File: src/include/tfp_pkg.sv
// tfp_pkg: constants and carrier types of the t1 framer pin block.
// assumes a core clock far faster than every line or system clock.
package tfp_pkg;
  localparam int unsigned TFP_CLK_HZ    = 20000000;
  localparam int unsigned TFP_ADDR_W    = 4;
  localparam int unsigned TFP_DATA_W    = 32;
  localparam int unsigned TFP_NUM_CH    = 24;
  localparam int unsigned TFP_WORD_W    = 1;
  localparam int unsigned TFP_BUF_DEPTH = 2;
  localparam int unsigned TFP_CTRL_W    = 10;

  // register offsets
  localparam logic [3:0] TFP_OFS_CTRL   = 4'h0;
  localparam logic [3:0] TFP_OFS_BLOCK  = 4'h4;
  localparam logic [3:0] TFP_OFS_STATUS = 4'h8;
  localparam int unsigned TFP_ST_OVR_BIT = 24;

  // index of each pin in the input synchroniser vector
  localparam int unsigned TFP_SI_TXL = 0;
  localparam int unsigned TFP_SI_TXS = 1;
  localparam int unsigned TFP_SI_SER = 2;
  localparam int unsigned TFP_SI_SIG = 3;
  localparam int unsigned TFP_SI_LNK = 4;
  localparam int unsigned TFP_SI_TSS = 5;
  localparam int unsigned TFP_SI_TSY = 6;
  localparam int unsigned TFP_SI_RXL = 7;
  localparam int unsigned TFP_SI_RXS = 8;
  localparam int unsigned TFP_SI_RXD = 9;
  localparam int unsigned TFP_SI_RFS = 10;
  localparam int unsigned TFP_SI_N   = 11;

  // frame geometry
  localparam logic [2:0] TFP_BIT_LAST    = 3'h7;
  localparam logic [4:0] TFP_CH_LAST     = 5'h17;
  localparam logic [2:0] TFP_SIG_LAST    = 3'h5;
  localparam logic [4:0] TFP_MF_LAST_ESF = 5'h17;
  localparam logic [4:0] TFP_MF_LAST_D4  = 5'h0B;

  typedef struct packed {
    logic rx_es_enable;
    logic zbtsi_enable;
    logic format_esf;
    logic output_nrz_select;
    logic double_wide_sync_enable;
    logic sync_output_enable;
    logic sync_pulse_type_select;
    logic link_insert_enable;
    logic legacy_mode_select;
    logic tx_es_enable;
  } tfp_ctrl_t;

  typedef struct packed {
    logic       fbit;
    logic [4:0] ch;
    logic [2:0] bit_no;
    logic [4:0] frame;
    logic [2:0] sig;
  } tfp_tim_t;

  typedef logic [TFP_WORD_W-1:0] tfp_word_t;

  localparam tfp_ctrl_t          TFP_CTRL_RESET  = 10'h000;
  localparam tfp_tim_t           TFP_TIM_START   = 17'h10000;
  localparam logic [23:0]        TFP_BLOCK_RESET = 24'h000000;
endpackage

File: src/verilog/tfp_in_sync.sv
// tfp_in_sync: two-flop synchronisers with edge detect for pin inputs.
// assumes every pin toggles slower than a third of the core clock rate.
`timescale 1ns/10ps
module tfp_in_sync #(
  parameter int unsigned N = 1
) (
  input  wire logic         clk,
  input  wire logic         rst_b,
  input  wire logic [N-1:0] pin,
  output logic [N-1:0]      level,
  output logic [N-1:0]      rise,
  output logic [N-1:0]      fall
);
  import tfp_pkg::*;

  typedef struct packed {
    logic [N-1:0] s1;
    logic [N-1:0] s2;
    logic [N-1:0] s3;
  } tfp_sync_st_t;

  tfp_sync_st_t st;
  tfp_sync_st_t next_st;

  always_comb
  begin
    next_st.s1 = pin;
    next_st.s2 = st.s1;
    next_st.s3 = st.s2;
  end

  // s1 feeds only s2; edges come from the settled stages
  genvar i;
  generate
    for (i = 0; i < N; i++)
    begin : g_bit
      assign level[i] = st.s2[i];
      assign rise[i]  = st.s2[i] & ~st.s3[i];
      assign fall[i]  = ~st.s2[i] & st.s3[i];
    end
  endgenerate

  always_ff @(posedge clk or negedge rst_b)
  begin
    if (!rst_b)
      st <= '0;
    else
      st <= next_st;
  end
endmodule

File: src/verilog/tfp_buf2.sv
// tfp_buf2: two-entry valid/ready buffer between sampler and line output.
// assumes the consumer pops at most once per core clock.
`timescale 1ns/10ps
module tfp_buf2 #(
  parameter int unsigned W = 1
) (
  input  wire logic         clk,
  input  wire logic         rst_b,
  input  wire logic         in_valid,
  output logic              in_ready,
  input  wire logic [W-1:0] in_data,
  output logic              out_valid,
  input  wire logic         out_ready,
  output logic [W-1:0]      out_data
);
  import tfp_pkg::*;

  localparam logic [1:0] FULL = 2'(TFP_BUF_DEPTH);

  typedef struct packed {
    logic [1:0][W-1:0] mem;
    logic              wp;
    logic              rp;
    logic [1:0]        cnt;
  } tfp_buf_st_t;

  tfp_buf_st_t st;
  tfp_buf_st_t next_st;
  logic        push;
  logic        pop;

  assign in_ready  = (st.cnt != FULL);
  assign out_valid = (st.cnt != 2'h0);
  assign out_data  = st.mem[st.rp];
  assign push      = in_valid && in_ready;
  assign pop       = out_valid && out_ready;

  always_comb
  begin
    next_st = st;
    if (push)
    begin
      next_st.mem[st.wp] = in_data;
      next_st.wp = ~st.wp;
    end
    if (pop)
      next_st.rp = ~st.rp;
    if (push && !pop)
      next_st.cnt = st.cnt + 2'h1;
    else if (pop && !push)
      next_st.cnt = st.cnt - 2'h1;
  end

  always_ff @(posedge clk or negedge rst_b)
  begin
    if (!rst_b)
      st <= '0;
    else
      st <= next_st;
  end
endmodule

File: src/verilog/tfp_framer_pins.sv
// tfp_framer_pins: serial pin timing of one t1 framer, tx and rx edges.
// assumes all line and system clocks arrive as pins sampled by clk.
// Overview of operation
// (RL1) tx path advances on transmit line clock
// (RL2) serial input sampled on falling reference edge
// (RL3) legacy mode channel clock high in lsb
// (RL4) channel block output per programmed channel mask
// (RL5) system clock supplied outside, used with store
// (RL6) link demand clock at frame/2 or frame/4
// (RL7) link data sampled on falling line edge
// (RL8) sync pin input aligns or output marks
// (RL9) double wide sync on signalling frames
// (RL10) system sync aligns timing only with store
// (RL11) signalling sampled and inserted when not legacy
// (RL12) rails updated on rising line clock edge
// (RL13) nrz select puts plain data on positive
// (RL14) rx link updated one bit before frame
// (RL15) rx link clock at frame/2 or frame/4
// (RL16) legacy mode rx channel clock high during lsb
// (RL17) framing bit first, then 24 channels
// (RL18) each channel msb first, lsb last
// (RL19) timing reference picked from store enable
`timescale 1ns/10ps
module tfp_framer_pins (
  input  wire logic                           clk,
  input  wire logic                           rst_b,
  input  wire logic [tfp_pkg::TFP_ADDR_W-1:0] reg_addr,
  input  wire logic [tfp_pkg::TFP_DATA_W-1:0] reg_wdata,
  input  wire logic                           reg_write,
  input  wire logic                           reg_read,
  output logic [tfp_pkg::TFP_DATA_W-1:0]      reg_rdata,
  input  wire logic                           tx_line_clock,
  input  wire logic                           tx_system_clock,
  input  wire logic                           tx_serial_in,
  input  wire logic                           tx_signalling_in,
  input  wire logic                           tx_link_data,
  input  wire logic                           tx_system_sync,
  input  wire logic                           tx_frame_sync_i,
  output logic                                tx_frame_sync_o,
  output logic                                tx_frame_sync_oe,
  output logic                                tx_positive_rail,
  output logic                                tx_negative_rail,
  output logic                                tx_channel_clock,
  output logic                                tx_channel_block,
  output logic                                tx_link_demand_clock,
  input  wire logic                           rx_line_clock,
  input  wire logic                           rx_system_clock,
  input  wire logic                           rx_line_data,
  input  wire logic                           rx_frame_start,
  output logic                                rx_link_data,
  output logic                                rx_link_clock,
  output logic                                rx_channel_clock
);
  import tfp_pkg::*;

  typedef struct packed {
    tfp_ctrl_t             ctrl;
    logic [TFP_NUM_CH-1:0] block_mask;
    tfp_tim_t              tx_line;
    tfp_tim_t              tx_ref;
    tfp_tim_t              rx_line;
    tfp_tim_t              rx_sys;
    logic                  pend_valid;
    tfp_word_t             pend;
    logic                  mark_neg;
    logic                  link_bit;
    logic                  rx_link_hold;
    logic                  overrun;
    logic [TFP_DATA_W-1:0] rdata;
    logic                  tx_pos;
    logic                  tx_neg;
    logic                  tx_chclk;
    logic                  tx_chblk;
    logic                  tx_ldclk;
    logic                  sync_o;
    logic                  sync_oe;
    logic                  rx_link;
    logic                  rx_lclk;
    logic                  rx_chclk;
  } tfp_state_t;

  tfp_state_t          st;
  tfp_state_t          next_st;
  logic [TFP_SI_N-1:0] lvl;
  logic [TFP_SI_N-1:0] rise;
  logic [TFP_SI_N-1:0] fall;
  logic [4:0]          mf_last;
  tfp_tim_t            n_line;
  tfp_tim_t            n_rx;
  tfp_tim_t            rx_sel;
  logic                ref_fall;
  logic                mf_type;
  logic                buf_in_ready;
  logic                buf_out_valid;
  logic                buf_out_ready;
  tfp_word_t           buf_out_data;

  function automatic tfp_tim_t tim_step(tfp_tim_t t, logic [4:0] last);
    tfp_tim_t n;
    n = t;
    if (t.fbit)
    begin
      n.fbit   = 1'b0;
      n.ch     = 5'h00;
      n.bit_no = 3'h0;
    end
    else if (t.bit_no != TFP_BIT_LAST)
      n.bit_no = t.bit_no + 3'h1; // RL18
    else if (t.ch != TFP_CH_LAST)
    begin
      n.ch     = t.ch + 5'h01;
      n.bit_no = 3'h0;
    end
    else
    begin
      n.fbit  = 1'b1; // RL17
      n.frame = (t.frame >= last) ? 5'h00 : t.frame + 5'h01;
      n.sig   = (t.sig == TFP_SIG_LAST) ? 3'h0 : t.sig + 3'h1;
    end
    return n;
  endfunction

  // a frame-type pulse keeps the multiframe count running
  function automatic tfp_tim_t tim_align(tfp_tim_t t, logic keep_frame);
    tfp_tim_t n;
    n = TFP_TIM_START;
    if (keep_frame)
    begin
      n.frame = t.frame;
      n.sig   = t.sig;
    end
    return n;
  endfunction

  function automatic logic link_frame(tfp_tim_t t, logic zbtsi);
    return zbtsi ? (t.frame[1:0] == 2'h3) : t.frame[0];
  endfunction

  tfp_in_sync #(
    .N (TFP_SI_N)
  ) i_tfp_in_sync (
    .clk   (clk),
    .rst_b (rst_b),
    .pin   ({rx_frame_start, rx_line_data, rx_system_clock, rx_line_clock,
             tx_frame_sync_i, tx_system_sync, tx_link_data,
             tx_signalling_in, tx_serial_in, tx_system_clock,
             tx_line_clock}),
    .level (lvl),
    .rise  (rise),
    .fall  (fall)
  );

  tfp_buf2 #(
    .W (TFP_WORD_W)
  ) i_tfp_buf2 (
    .clk       (clk),
    .rst_b     (rst_b),
    .in_valid  (st.pend_valid),
    .in_ready  (buf_in_ready),
    .in_data   (st.pend),
    .out_valid (buf_out_valid),
    .out_ready (buf_out_ready),
    .out_data  (buf_out_data)
  );

  assign mf_last = st.ctrl.format_esf ? TFP_MF_LAST_ESF : TFP_MF_LAST_D4;
  assign mf_type = st.ctrl.sync_pulse_type_select;
  assign n_line  = tim_step(st.tx_line, mf_last);
  assign n_rx    = tim_step(st.rx_line, mf_last);
  assign ref_fall = st.ctrl.tx_es_enable ? fall[TFP_SI_TXS] // RL2
                                         : fall[TFP_SI_TXL];
  assign rx_sel  = st.ctrl.rx_es_enable ? st.rx_sys : st.rx_line; // RL19
  // no pop in the framing slot; the sampler skips it too
  assign buf_out_ready = rise[TFP_SI_TXL] && !n_line.fbit; // RL1

  always_comb
  begin
    logic      bit_out;
    tfp_word_t smp;
    bit_out = 1'b0;
    smp     = '0;
    next_st = st;

    // register port
    next_st.rdata = '0;
    if (reg_write)
    begin
      case (reg_addr)
        TFP_OFS_CTRL:
          next_st.ctrl = tfp_ctrl_t'(reg_wdata[TFP_CTRL_W-1:0]);
        TFP_OFS_BLOCK:
          next_st.block_mask = reg_wdata[TFP_NUM_CH-1:0];
        TFP_OFS_STATUS:
          if (reg_wdata[TFP_ST_OVR_BIT])
            next_st.overrun = 1'b0;
        default:
          ;
      endcase
    end
    if (reg_read)
    begin
      case (reg_addr)
        TFP_OFS_CTRL:
          next_st.rdata = {22'h000000, st.ctrl};
        TFP_OFS_BLOCK:
          next_st.rdata = {8'h00, st.block_mask};
        TFP_OFS_STATUS:
          next_st.rdata = {7'h00, st.overrun, 3'h0, st.rx_line.frame,
                           3'h0, st.tx_line.ch, 3'h0, st.tx_line.frame};
        default:
          next_st.rdata = '0;
      endcase
    end

    // transmit line timing and rail outputs
    if (fall[TFP_SI_TXL] && !st.ctrl.sync_output_enable && lvl[TFP_SI_TSY])
      next_st.tx_line = tim_align(st.tx_line, !mf_type); // RL8
    else if (rise[TFP_SI_TXL])
    begin
      next_st.tx_line = n_line; // RL1
      if (n_line.fbit)
      begin
        // overhead pattern proper is the upstream formatter's job
        if (st.ctrl.link_insert_enable &&
            link_frame(n_line, st.ctrl.zbtsi_enable))
          bit_out = st.link_bit; // RL7
        else
          bit_out = n_line.frame[1] ^ n_line.frame[0];
      end
      else
        bit_out = buf_out_valid ? buf_out_data[0] : 1'b0;
      if (st.ctrl.output_nrz_select)
      begin
        next_st.tx_pos = bit_out; // RL13
        next_st.tx_neg = 1'b0;
      end
      else if (bit_out)
      begin
        next_st.tx_pos   = !st.mark_neg; // RL12
        next_st.tx_neg   = st.mark_neg;
        next_st.mark_neg = !st.mark_neg;
      end
      else
      begin
        next_st.tx_pos = 1'b0; // RL12
        next_st.tx_neg = 1'b0;
      end
      next_st.sync_o = n_line.fbit &&
                       (!mf_type || n_line.frame == 5'h00); // RL8
      if (!mf_type && st.ctrl.double_wide_sync_enable &&
          st.tx_line.fbit && n_line.sig == TFP_SIG_LAST)
        next_st.sync_o = 1'b1; // RL9
      next_st.tx_ldclk = st.ctrl.zbtsi_enable ? n_line.frame[1]
                                              : n_line.frame[0]; // RL6
    end
    next_st.sync_oe = st.ctrl.sync_output_enable; // RL8

    // captured link bit goes out in the next framing slot when that frame is a link frame
    if (fall[TFP_SI_TXL] && st.ctrl.link_insert_enable &&
        st.tx_line.ch == TFP_CH_LAST && st.tx_line.bit_no == TFP_BIT_LAST &&
        !st.tx_line.fbit)
      next_st.link_bit = lvl[TFP_SI_LNK]; // RL7

    // system side timing follows the line unless the store is on
    if (!st.ctrl.tx_es_enable)
      next_st.tx_ref = next_st.tx_line; // RL19
    else if (fall[TFP_SI_TXS] && lvl[TFP_SI_TSS])
      next_st.tx_ref = tim_align(st.tx_ref, !mf_type); // RL10
    else if (rise[TFP_SI_TXS])
      next_st.tx_ref = tim_step(st.tx_ref, mf_last); // RL5

    // sampler; a stalled buffer holds the word, a second sample is lost
    if (st.pend_valid && buf_in_ready)
      next_st.pend_valid = 1'b0;
    if (ref_fall && !st.tx_ref.fbit)
    begin
      smp[0] = lvl[TFP_SI_SER]; // RL2
      if (!st.ctrl.legacy_mode_select && st.tx_ref.sig == TFP_SIG_LAST &&
          st.tx_ref.bit_no == TFP_BIT_LAST)
        smp[0] = lvl[TFP_SI_SIG]; // RL11
      if (st.pend_valid && !buf_in_ready)
        next_st.overrun = 1'b1;
      else
      begin
        next_st.pend_valid = 1'b1;
        next_st.pend       = smp;
      end
    end

    next_st.tx_chclk = st.ctrl.legacy_mode_select && !st.tx_ref.fbit &&
                       st.tx_ref.bit_no == TFP_BIT_LAST; // RL3
    next_st.tx_chblk = !st.tx_ref.fbit && st.block_mask[st.tx_ref.ch]; // RL4

    // receive side
    if (fall[TFP_SI_RXL] && lvl[TFP_SI_RFS])
      next_st.rx_line = TFP_TIM_START;
    else if (rise[TFP_SI_RXL])
    begin
      next_st.rx_line = n_rx;
      if (!n_rx.fbit && n_rx.ch == TFP_CH_LAST &&
          n_rx.bit_no == TFP_BIT_LAST)
        next_st.rx_link = st.rx_link_hold; // RL14
      next_st.rx_lclk = st.ctrl.zbtsi_enable ? n_rx.frame[1]
                                             : n_rx.frame[0]; // RL15
    end
    if (fall[TFP_SI_RXL] && st.rx_line.fbit &&
        link_frame(st.rx_line, st.ctrl.zbtsi_enable))
      next_st.rx_link_hold = lvl[TFP_SI_RXD]; // RL14
    if (!st.ctrl.rx_es_enable)
      next_st.rx_sys = next_st.rx_line; // RL19
    else if (rise[TFP_SI_RXS])
      next_st.rx_sys = tim_step(st.rx_sys, mf_last);
    next_st.rx_chclk = st.ctrl.legacy_mode_select && !rx_sel.fbit &&
                       rx_sel.bit_no == TFP_BIT_LAST; // RL16
  end

  always_ff @(posedge clk or negedge rst_b)
  begin
    if (!rst_b)
    begin
      st            <= '0;
      st.ctrl       <= TFP_CTRL_RESET;
      st.block_mask <= TFP_BLOCK_RESET;
      st.tx_line    <= TFP_TIM_START;
      st.tx_ref     <= TFP_TIM_START;
      st.rx_line    <= TFP_TIM_START;
      st.rx_sys     <= TFP_TIM_START;
    end
    else
      st <= next_st;
  end

  assign reg_rdata            = st.rdata;
  assign tx_frame_sync_o      = st.sync_o;
  assign tx_frame_sync_oe     = st.sync_oe;
  assign tx_positive_rail     = st.tx_pos;
  assign tx_negative_rail     = st.tx_neg;
  assign tx_channel_clock     = st.tx_chclk;
  assign tx_channel_block     = st.tx_chblk;
  assign tx_link_demand_clock = st.tx_ldclk;
  assign rx_link_data         = st.rx_link;
  assign rx_link_clock        = st.rx_lclk;
  assign rx_channel_clock     = st.rx_chclk;
endmodule

File: config.mk
export PLATFORM = sky130hd
export DESIGN_NAME = tfp_framer_pins
export DESIGN_NICKNAME = d
export VERILOG_FILES = /design/src/include/tfp_pkg.sv /design/src/verilog/tfp_in_sync.sv /design/src/verilog/tfp_buf2.sv /design/src/verilog/tfp_framer_pins.sv
export SDC_FILE = /design/constraint.sdc
export NUM_CORES = 1
export LEC_CHECK = 0
export ABC_CLOCK_PERIOD_IN_PS = 2900
export BUFFER_PORTS_ARGS = -buffer_cell sky130_fd_sc_hd__buf_2
export CORE_AREA = 10 10 237 126
export CTS_CLUSTER_SIZE = 14
export DETAILED_ROUTE_END_ITERATION = 10
export DIE_AREA = 0 0 247 136
export PLACE_DENSITY = 0.43
export SKIP_LAST_GASP = 1
export SYNTH_ARGS = -nofsm -noshare
export SYNTH_HDL_FRONTEND = slang
export SYNTH_SLANG_ARGS = --single-unit
File: constraint.sdc
create_clock -name clk -period 2.9 [get_ports clk]
set_input_delay 0.145 -clock clk [delete_from_list [all_inputs] [get_ports clk]]
set_output_delay 0.145 -clock clk [all_outputs]
set_load 0.02 [all_outputs]
==> reports/metrics.sh, run 1 <==
CTS.PATH.MAX_BUFFERS=2
ACTUAL_SLEW_AT_THE_WORST_MAX_SLEW_PIN_PS=743
DETAIL_ROUTE.WL_PER_CELL_UM=19.0
NUMBER_OF_NETS_WITH_ANTENNA_VIOLATIONS_AFTER_ROUTING=0
SYNTH_ENABLE_FLOP_CELLS=0
SYNTH.AVG_CELL_AREA_UM2=11.3
TIMING.CRITICAL_PATH.SLOWEST_CELL_DELAY_PS=420
GR-TOTAL-OVERFLOW=0
MOST_NUMEROUS_CELL_TYPES_IN_THE_SYNTHESIZED_NETLIST='155 x dfrtp_1, 51 x nor2_1, 42 x mux2_2'
FLOORPLAN.INITIALDENSITY_PCT=29.4
TIMING.SETUP.CRITICAL_PATH_CLASS='reg2reg'
YOSYS.AREA.TOP_TYPE_SHARE_PCT=51.0
REGISTER_AREA_UM2=3980
RUN_STATUS='completed'
CRITICAL_PATH.MAX_FANOUT=7
MAX_FREQ_GHz=0.363
WORST_SETUP_HOLD_PATH_CLK_SLEW_PS=60
YOSYS.CELL_COUNT.TOP_TYPE='dfrtp_1'
VIAS_PER_INST=5.01
CRITPATHLAUNCHTYPE='flip-flop'
TIMING.CRITICAL_PATH.ARRIVAL_PS=3100
PLACEMENT.CELL_AREA_UM2=8290
SYNTH-SEQ-AREA-SHARE_PCT=52.4
YOSYSWARNINGS=0
FINALHOLDVIOLATIONS=0
FINALINSTANCEAREA_UM2=9210
YOSYS.CELL_TYPES.COUNT=75
ROWS=42
CLOCK_LATENCY_PS=450
CAP_VIOL_MAX_COUNT=0
GLOBALROUTETOTALUTIL_PCT=13.4
GRT_SETUP_UNREPAIRED='yes'
GRT_ANTENNA_BEFORE_REPAIR=1
CTS_SINK_CNT=159
NUMBER_OF_INPUT_AND_OUTPUT_PORT_BUFFERS_INSERTED=78
SYNTH_ASYNC_SR_FLOP_SHARE_PCT=100
WORST_SLEW_MARGIN_REL_PCT=49.9
DRIVE_ABOVE_1_SHARE_PCT=24.9
COUNT_OF_BOUNDARY_I_O_PINS=93
FINAL.PERIOD_UTILIZATION_PCT=95.0
CTSROOTBUFFERMASTER='clkbuf_16'
TIMING.CRITICAL_PATH.FROM='st[147]$_DFFE_PN0P_'
MAXSLEWVIOLCOUNT=0
GR_LAYER_USAGE_MET2_PCT=18.1
HOLD_CLASS='in2reg'
NFILLCELLS=2597
SYN-CELL-AREA_UM2=7600
IRDROPWORSTVDD_V=0.000416
CP.REQUIRED_PS=3240
SYNTH_AREA_LEADER_CELL='dfrtp_1'
PLACE_CONGESTION=0.871
CTS_TREE='yes'
SYNTH.FF_LATCH_COUNT=159
FP.DIEH_UM=136
FINALNETCOUNT=848
FINALWORSTPATHREQUIREDPERIOD_PS=2760
SYNTHESIS.INSTANCES=671
MET3_GRT_UTIL_PCT=3.90
POWER.LEAKAGE_nW=4.23
CRIT_SLOWEST_CELL='dfrtp_1'
GRT_PASS1_WL_UM=34300
WORSTPATHCELLLIST='inv_1, ha_1, nand3_1, o22ai_4, nor3_2, nand2_1, nand2_1, ha_1, nand2b_1, a41oi_1, o31ai_4, o41ai_2'
GRT_MAX_USAGE_LAYER='met1'
TOTALWIRELENGTH_UM=21600
YS_TOP_CELLS_BY_AREA='dfrtp_1 51%, mux2_2 6.2%, ha_1 3.8%, buf_4 3.2%, nor2_1 2.5%'
POSTLAYOUTCOREUTIL_PCT=35.6
DIE_AREA_UM2=33600
CRITICAL_PATH.REG2REG.STARTPOINT='st[147]$_DFFE_PN0P_'
POSTSYNTH.TOPFLOPCELL='dfrtp_1'
TRITONCTS.NUM_BUFFERS=17
GRT_PASS1_VIAS=5842
SETUP.WORST_PATH.END_CLASS='flip-flop'
HPWL_UM=16000
GLOBALROUTEMET1UTIL_PCT=19.7
MULTI_INPUT_AREA_UM2=3260
SYNTHTOLAYOUTAREAGROWTH_PCT=21.1
DRC_ERRORS=0
POWER.DENSITY_CELL_AREA_nW_PER_UM2=668
DIE_WIDTH_UM=247
CLOCK_SKEW_PS=11.0
DRT-PASS1-ITER-COUNT=8
LARGEST_NET_DEGREE_AT_THE_START_OF_GLOBAL_ROUTING=71
MIN-DELAY-START='reg_wdata[24]'
CORE_UM2=25900
ROUTED_VIA_COUNT=5709
TOTAL_POWER_mW=6.15
SETUP_VIOLATORS_FINAL=0
FIRST_ITER_VIOLATIONS=397
HTREEDEPTH=4
POST-CTS-SETUP-BUFFER-COUNT=0
-- final timing paths --
kind	depth (start not counted)	endpoint	slack (ps)
hold reg to reg	0	i_tfp_in_sync.level[7]$_DFF_PN0_	350
hold / removal	4	st[42]$_DFF_PN0_	70
setup reg to reg	12	tx_negative_rail$_DFFE_PN0P_	140
setup / recovery	12	tx_negative_rail$_DFFE_PN0P_	140
min in group asynchronous	2	i_tfp_in_sync.next_st[19]$_DFF_PN0_	230
max in group asynchronous	3	mf_type$_DFFE_PN0P_	1750
-- worst max-delay path, delay by kind of cell, from the launching register on --
| family | cells | cell delay [ps] |
|---|---|---|
| AO/OA/AOI/OAI | 4 | 1010 |
| adder cells (fa/ha/maj) | 2 | 530 |
| buffers and inverters | 1 | 120 |
| flip-flops | 1 | 420 |
| AND/OR/NAND/NOR | 5 | 550 |
-- power by group --
| group | internal [mW] | switching [mW] |
|---|---|---|
| Clock | 1.19 | 0.915 |
| Combinational | 0.554 | 0.609 |
| Sequential | 2.54 | 0.345 |
-- cell families (layout without fill, tap and decap cells) --
| kind of cell | after synthesis | count (layout) | synth area share (%) |
|---|---|---|---|
| buf+inv | 74 | 183 | 5.38 |
| xor+xnor | 8 | 8 | 0.921 |
| other cells | 1 | 8 | 0.0493 |
| mux | 55 | 55 | 9.08 |
| simple gates | 198 | 198 | 14.1 |
| compound gates | 153 | 153 | 14.3 |
| fa+ha+maj | 23 | 23 | 3.78 |
| flops | 159 | 159 | 52.4 |
-- placed cells by master, fill, tap and decap left out, types with 5 or more instances in the layout --
cell / count
inv_1: 19
nand2_1: 38
nand4_1: 9
mux2_2: 42
nand3b_1: 9
conb_1: 7
a221o_1: 6
o21ai_0: 28
a22oi_1: 12
nand3_1: 19
clkbuf_16: 17
nand2b_1: 8
xnor2_1: 7
nor3_1: 12
buf_4: 18
dlygate4sd3_1: 36
nor3b_1: 5
and3_1: 12
a22o_1: 13
mux2i_1: 6
nor2b_1: 8
nor2_1: 51
clkinv_2: 5
a31oi_1: 6
dfrtp_1: 155
buf_2: 77
mux4_2: 7
a21oi_1: 32
a222oi_1: 7
ha_1: 22
o31ai_1: 5
a21o_1: 8
-- flip-flops by register name (all words and copies together) (netlist names), 4 cells and up --
| name | count |
|---|---|
| st | 90 |
| reg_rdata | 25 |
| i_tfp_in_sync.level | 11 |
| i_tfp_in_sync.next_st | 11 |
| i_tfp_buf2.st | 6 |
| i_tfp_in_sync.st | 4 |
-- metal layers --
layer  part of all wire, %  wire length [µm]  vias to the layer above
li1                      -                 -                     2652
met1                    51             11100                     2861
met2                    41              8850                      174
met3                   6.2              1330                       22
met4                   1.8               382                        0
met5                     0                 0                        -
-- cell type report --
| class | instances | area share, % |
|---|---|---|
| diodes | 1 | 0.0272 |
| clock buffers | 20 | 4.85 |
| clock inverters | 11 | 1.02 |
| inverters | 19 | 0.774 |
| multi-input cells | 444 | 35.4 |
| flip-flops and latches | 159 | 43.2 |
| well taps | 352 | 4.78 |
| repair buffers | 133 | 9.90 |
-- what timing repair did --
action	CTS	global route
gates resized for setup	0	3
endpoints found under the hold margin	97	0
hold buffers	36	0
endpoints found under the setup margin	0	1
-- stage by stage --
stage	setup TNS, ps	hold WS, ps	instances	worst slack (ps)
4_1_cts	0	42.7	1138	142
2_1_floorplan	0	-151	677	455
3_5_place_dp	0	154	1071	165
5_1_grt	-14.5	70.4	1138	-14.5
6_report	0	70.4	1139	144
3_3_place_gp	0	152	1071	255
(Power assumes the default switching activity.)
==> inputs of run 2 (changes only) <==
CTS_CLUSTER_SIZE = 12   (was 14)
REMOVE_ABC_BUFFERS = 1   (was default)
==> reports/metrics.sh, run 2 (synthesis results as in run 1) <==
INSERTEDDIODECOUNT=0
MAXSLEWVIOLCOUNT=0
DETAIL_ROUTE.WL_PER_CELL_UM=19.8
FINALWORSTPATHREQUIREDPERIOD_PS=2670
TOTALWIRELENGTH_UM=22800
WORST_SETUP_HOLD_PATH_CLK_SLEW_PS=70
CLOCK_LATENCY_PS=450
CP.REQUIRED_PS=3240
CLOCK_SKEW_PS=11.1
MULTI_INPUT_AREA_UM2=3290
CRITICAL_PATH.MAX_FANOUT=6
WORST_SLEW_MARGIN_REL_PCT=41.3
DPL.CELL_COUNT=1076
SETUP.WORST_PATH.END_CLASS='flip-flop'
DRC_ERRORS=0
FINALINSTANCEAREA_UM2=9320
NUMBER_OF_NETS_WITH_ANTENNA_VIOLATIONS_AFTER_ROUTING=0
DRIVE_ABOVE_1_SHARE_PCT=26.2
TRITONCTS.NUM_BUFFERS=17
MAX_FREQ_GHz=0.375
HPWL_UM=16900
FINALHOLDVIOLATIONS=0
COUNT_OF_BOUNDARY_I_O_PINS=93
CAP_VIOL_MAX_COUNT=0
FP.DIEH_UM=136
CRITPATHTOPFAMILY='simple AND/OR/NAND/NOR gates'
GLOBALROUTETOTALUTIL_PCT=14.1
GR-TOTAL-OVERFLOW=0
TIMING.CRITICAL_PATH.SLOWEST_CELL_DELAY_PS=400
TIMING.SETUP.CRITICAL_PATH_CLASS='reg2reg'
NUMBER_OF_INPUT_AND_OUTPUT_PORT_BUFFERS_INSERTED=78
PLACEMENT.CELL_AREA_UM2=8330
DIE_WIDTH_UM=247
TOP_REGISTER='st'
CP_NUM_BUF_INV=0
FINAL.SETUP.WORST_SLACK_PS=231
ACTUAL_SLEW_AT_THE_WORST_MAX_SLEW_PIN_PS=878
FINAL.SETUP.TNS_PS=0
VIAS_PER_INST=5.01
NFILLCELLS=2569
IRDROPWORSTVDD_V=0.000378
POWER.LEAKAGE_nW=4.29
RUN_STATUS='completed'
TIMING.CRITICAL_PATH.ARRIVAL_PS=3010
FINALNETCOUNT=856
CRIT_SLOWEST_CELL='dfrtp_1'
GRT_PASS1_WL_UM=35600
CP_COMMON_CELL='nand2_1'
LARGEST_NET_DEGREE_AT_THE_START_OF_GLOBAL_ROUTING=72
CTS_TREE='yes'
CRITPATHLAUNCHTYPE='flip-flop'
REGISTER_AREA_UM2=3990
HOLD_SLACK_PS=30.6
DP_SLACK_PS=178
HTREEDEPTH=4
NUMBER_OF_FLIP_FLOPS_IN_THE_LARGEST_REGISTER=90
ROUTED_VIA_COUNT=5742
CTS.PATH.MAX_BUFFERS=2
POST_LAYOUT_NONFILLER_INSTANCES=1147
SYNTHTOLAYOUTAREAGROWTH_PCT=22.6
CORE_UM2=25900
DIE_AREA_UM2=33600
FIRST_ITER_VIOLATIONS=552
FINAL.PERIOD_UTILIZATION_PCT=92.0
GRT_PASS1_VIAS=5903
GRT_ANTENNA_BEFORE_REPAIR=1
MOST_COMMON_CELL_AFTER_LAYOUT_FILL_AND_TAPS_ASIDE='dfrtp_1'
DRT-PASS1-ITER-COUNT=7
ROWS=42
SETUP_VIOLATORS_FINAL=0
POWER.DENSITY_CELL_AREA_nW_PER_UM2=670
LAYOUT_COMMON_CELLS='153 x dfrtp_1, 77 x buf_2, 51 x nor2_1, 42 x mux2_2, 38 x nand2_1'
CTS_SINK_CNT=159
WORSTPATHCELLLIST='ha_2, nand4b_4, or2_4, nor3_2, nand2_1, nand2_1, ha_1, nand2b_1, and3_1, o21a_1, o31ai_4, o41ai_2'
PLACE_CONGESTION=0.841
CTSROOTBUFFERMASTER='clkbuf_16'
HOLD_CLASS='in2reg'
FLOORPLAN.INITIALDENSITY_PCT=29.4
WORST-R2R-SETUP-SLACK_PS=230
run 2: cell types whose count changed in the layout (fill, tap and decap cells not counted), sizes merged:
cell	previous run	this run
clkinv	6	5
dlygate4sd3	36	37
clkinvlp	4	2
diode	1	0
clkbuf	20	24
buf	97	104
run 2: metrics by stage:
stage / util, % / total power [mW]
floorplan: - / 3.53
global placement: 32.2 / 3.98
detailed placement: 32.2 / 4.02
CTS: 35.8 / 6.29
global route: 36.0 / 6.59
finish: 36.0 / 6.25
run 2: layout make-up:
class	instances	area share [%]
Multi-Input combinational cell	444	35.3
Timing Repair Buffer	141	10.3
Tap cell	352	4.72
Inverter	19	0.765
Clock buffer	24	5.27
Sequential cell	159	42.8
Clock inverter	8	0.872
run 2: tightest hold or removal path, stage by stage:
cell     delay [ps]
buf_2           120
nand3_1          60
nand2_1          50
o21ai_0          60
run 2: metal layers:
| layer | GRT usage (%) | vias to the layer above | wire [µm] | share of wire (%) |
|---|---|---|---|---|
| met4 | 3.56 | 0 | 182 | 0.80 |
| li1 | - | 2677 | - | - |
| met5 | 0 | - | 0 | 0 |
| met3 | 5.05 | 13 | 1870 | 8.2 |
| met1 | 21.2 | 2842 | 12000 | 53 |
| met2 | 18.1 | 210 | 8740 | 38 |
run 2: final timing paths:
kind | startpoint | endpoint | cells past startpoint
max | st[111]$_DFF_PN0_ | tx_negative_rail$_DFFE_PN0P_ | 12
min | reg_write | st[42]$_DFF_PN0_ | 4
max reg2reg | st[111]$_DFF_PN0_ | tx_negative_rail$_DFFE_PN0P_ | 12
min reg2reg | i_tfp_in_sync.next_st[13]$_DFF_PN0_ | i_tfp_in_sync.level[2]$_DFF_PN0_ | 0
max in group asynchronous | rst_b | st[147]$_DFFE_PN0P_ | 3
min in group asynchronous | rst_b | reg_rdata[11]$_DFF_PN0_ | 2
run 2: repair_timing:
action                                 4_1_cts  5_1_grt
gates resized for setup                      0        7
endpoints found under the hold margin      109        0
hold buffers                                37        0
setup endpoints to repair                    0        3
setup buffers                                0        2
run 2: power breakdown:
part,switching (mW),total [mW],internal [mW],leakage [nW]
clock,0.934,2.21,1.27,0.276
sequential,0.329,2.87,2.54,2.04
combinational,0.617,1.17,0.553,1.97
total,1.88,6.25,4.37,4.29
==> inputs of run 3 (changes only) <==
--- a/config.mk
+++ b/config.mk
@@ -9,6 +9,6 @@
 export BUFFER_PORTS_ARGS = -buffer_cell sky130_fd_sc_hd__buf_2
-export CORE_AREA = 10 10 237 126
+export CORE_AREA = 10 10 245 130
 export CTS_CLUSTER_SIZE = 12
 export DETAILED_ROUTE_END_ITERATION = 10
-export DIE_AREA = 0 0 247 136
+export DIE_AREA = 0 0 255 140
 export PLACE_DENSITY = 0.43
@@ -18,2 +18,3 @@
 export SYNTH_HDL_FRONTEND = slang
+export SYNTH_HIERARCHICAL = 1
 export SYNTH_SLANG_ARGS = --single-unit
==> constraint.sdc (replaced) <==
create_clock -name clk -period 2.9 [get_ports clk]
set_input_delay 0.58 -clock clk [delete_from_list [all_inputs] [get_ports clk]]
set_output_delay 0.58 -clock clk [all_outputs]
set_load 0.02 [all_outputs]
==> reports/metrics.sh, run 3 <==
ROWS=43
CTS_HOLD_BUF=0
CRITICAL_PATH.REG2REG.STARTPOINT='st[107]$_DFF_PN0_'
SETUP.WORST_PATH.END_CLASS='flip-flop'
NUMBER_OF_FLIP_FLOPS_IN_THE_LARGEST_REGISTER=90
WORSTPATHCELLLIST='ha_1, ha_4, nand3b_4, or2_4, nor2_1, mux2i_1, inv_1, ha_1, nand2_1, a21oi_1, and3_1, o2111ai_2, nor2_1, xor2_1'
TIMING.SETUP.CRITICAL_PATH_CLASS='reg2reg'
CRITPATHLAUNCHTYPE='flip-flop'
GRT_ANTENNA_BEFORE_REPAIR=0
INSERTEDDIODECOUNT=0
RUN_STATUS='completed'
VIAS_PER_INST=4.81
HTREEDEPTH=4
FIRST_ITER_VIOLATIONS=338
ROUTED_VIA_COUNT=5504
DRIVE_ABOVE_1_SHARE_PCT=27.0
DIE_WIDTH_UM=255
SYNTH.AVG_CELL_AREA_UM2=11.0
REGISTER_AREA_UM2=3990
GLOBALROUTETOTALUTIL_PCT=11.9
CP-ENDPOINT='st[45]$_DFFE_PN0P_'
CLOCK_LATENCY_PS=440
GRT_PASS1_WL_UM=32700
TIMING.CRITICAL_PATH.SLOWEST_CELL_DELAY_PS=380
DIE_AREA_UM2=35700
WORST_R2R_ENDPOINT='st[45]$_DFFE_PN0P_'
NFILLCELLS=2836
LARGEST_NET_DEGREE_AT_THE_START_OF_GLOBAL_ROUTING=63
FINALHOLDVIOLATIONS=0
POST-CTS-SETUP-BUFFER-COUNT=0
CP_NUM_BUF_INV=1
GR-TOTAL-OVERFLOW=0
FINAL.PERIOD_UTILIZATION_PCT=92.1
WORST_SLEW_MARGIN_REL_PCT=50.4
GRT_SETUP_UNREPAIRED='no'
CTS.PATH.MAX_BUFFERS=2
POWER.DENSITY_CELL_AREA_nW_PER_UM2=683
HOLD_CLASS='in2async'
DRT-PASS1-ITER-COUNT=5
MAXSLEWVIOLCOUNT=0
NUMBER_OF_NETS_WITH_ANTENNA_VIOLATIONS_AFTER_ROUTING=0
MAX_FREQ_GHz=0.374
CTS_TREE='yes'
LAYOUT_COMMON_CELLS='154 x dfrtp_1, 77 x buf_2, 60 x nand2_1, 57 x nor2_1, 41 x mux2_2'
NUMBER_OF_INPUT_AND_OUTPUT_PORT_BUFFERS_INSERTED=78
SYNTHTOLAYOUTAREAGROWTH_PCT=16.7
DP_SLACK_PS=35.2
ACTUAL_SLEW_AT_THE_WORST_MAX_SLEW_PIN_PS=741
WORST_SETUP_HOLD_PATH_CLK_SLEW_PS=70
DRC_ERRORS=0
TIMING.CRITICAL_PATH.FROM='st[107]$_DFF_PN0_'
DETAIL_ROUTE.WL_PER_CELL_UM=17.7
FINAL.SETUP.TNS_PS=0
POWER.LEAKAGE_nW=4.29
MOST_COMMON_CELL_AFTER_LAYOUT_FILL_AND_TAPS_ASIDE='dfrtp_1'
CTSROOTBUFFERMASTER='clkbuf_16'
TRITONCTS.NUM_BUFFERS=17
IRDROPWORSTVDD_V=0.000401
WORST_R2R_PATH_CELLS=14
FLOORPLAN.INITIALDENSITY_PCT=28.5
FP.DIEH_UM=140
TOTALWIRELENGTH_UM=20200
WORST-R2R-SETUP-SLACK_PS=230
FINALNETCOUNT=846
CORE_UM2=27400
SETUP_VIOLATORS_FINAL=0
TIMING.CRITICAL_PATH.ARRIVAL_PS=3030
PLACE_CONGESTION=0.801
MULTI_INPUT_AREA_UM2=3420
CRITICAL_PATH.MAX_FANOUT=12
COUNT_OF_BOUNDARY_I_O_PINS=93
CRIT_SLOWEST_CELL='dfrtp_1'
WORST-PATH-STAGES=14
CAP_VIOL_MAX_COUNT=0
FINAL.SETUP.WORST_SLACK_PS=229
SYN-CELL-AREA_UM2=7810
TOP_REGISTER='st'
GRT_PASS1_VIAS=5629
CRITPATHTOPFAMILY='simple AND/OR/NAND/NOR gates'
SYNTHESIS.INSTANCES=711
CP.REQUIRED_PS=3260
HPWL_UM=15100
CLOCK_SKEW_PS=9.98
CTS_SINK_CNT=159
FINALWORSTPATHREQUIREDPERIOD_PS=2670
YOSYSWARNINGS=6
run 3: routing by layer:
layer  GRT usage [%]  wire length [µm]  vias to the layer above  share of wire, %
met3            3.08               661                       16               3.3
met4            3.46               248                        0               1.2
li1                -                 -                     2657                 -
met5               0                 0                        -                 0
met1            15.4              9380                     2763                46
met2            19.1              9940                       68                49
run 3: what timing repair did:
| item | CTS | global route |
|---|---|---|
| hold endpoints to repair | 0 | 0 |
| setup endpoints to repair | 0 | 3 |
| resized for setup | 0 | 7 |
run 3: where the power goes:
part / total (mW) / internal (mW) / switching [mW]
combinational: 0.989 / 0.477 / 0.513
sequential: 2.82 / 2.52 / 0.307
clock: 2.41 / 1.47 / 0.943
run 3: worst min-delay path by stage:
stage / startpoint / endpoint / slack (ps) / depth (start not counted)
CTS: rst_b / st[57]$_DFFE_PN0P_ / 140 / 1
global placement: i_tfp_in_sync/next_st[16]$_DFF_PN0_ / i_tfp_in_sync/level[5]$_DFF_PN0_ / 330 / 0
finish: rst_b / st[57]$_DFFE_PN0P_ / 130 / 1
detailed placement: i_tfp_in_sync/next_st[16]$_DFF_PN0_ / i_tfp_in_sync/level[5]$_DFF_PN0_ / 340 / 0
global route: rst_b / st[75]$_DFF_PN0_ / 170 / 1
floorplan: rst_b / i_tfp_buf2/st[0]$_DFFE_PN0P_ / 280 / 0
run 3: final cells by class:
class                   instances  area share [%]
clock buffers                  20            4.90
clock inverters                12            2.02
inverters                      16           0.659
multi-input cells             478            37.5
flip-flops and latches        159            43.7
well taps                     360            4.94
repair buffers                100            6.30
run 3: worst register-to-register path, cell delays in order, from the launching register on:
cell and delay [ps]:
dfrtp_1 380, ha_1 200, ha_4 180, nand3b_4 110, or2_4 340, nor2_1 140, mux2i_1 100, inv_1 70
ha_1 180, nand2_1 60, a21oi_1 130, and3_1 190, o2111ai_2 170, nor2_1 160, xor2_1 170
run 3: metrics by stage:
step                      util [%]  hold WS [ps]  power (mW)  cell area, µm²  instances
after floorplan                  -           284        3.42            7430        653
after global placement        30.8           333        3.85            8460       1113
after detailed placement      30.8           336        3.86            8460       1113
after CTS                     33.1           137        6.32            9090       1145
after global routing          33.2           167        6.57            9120       1145
final                         33.2           127        6.23            9120       1145
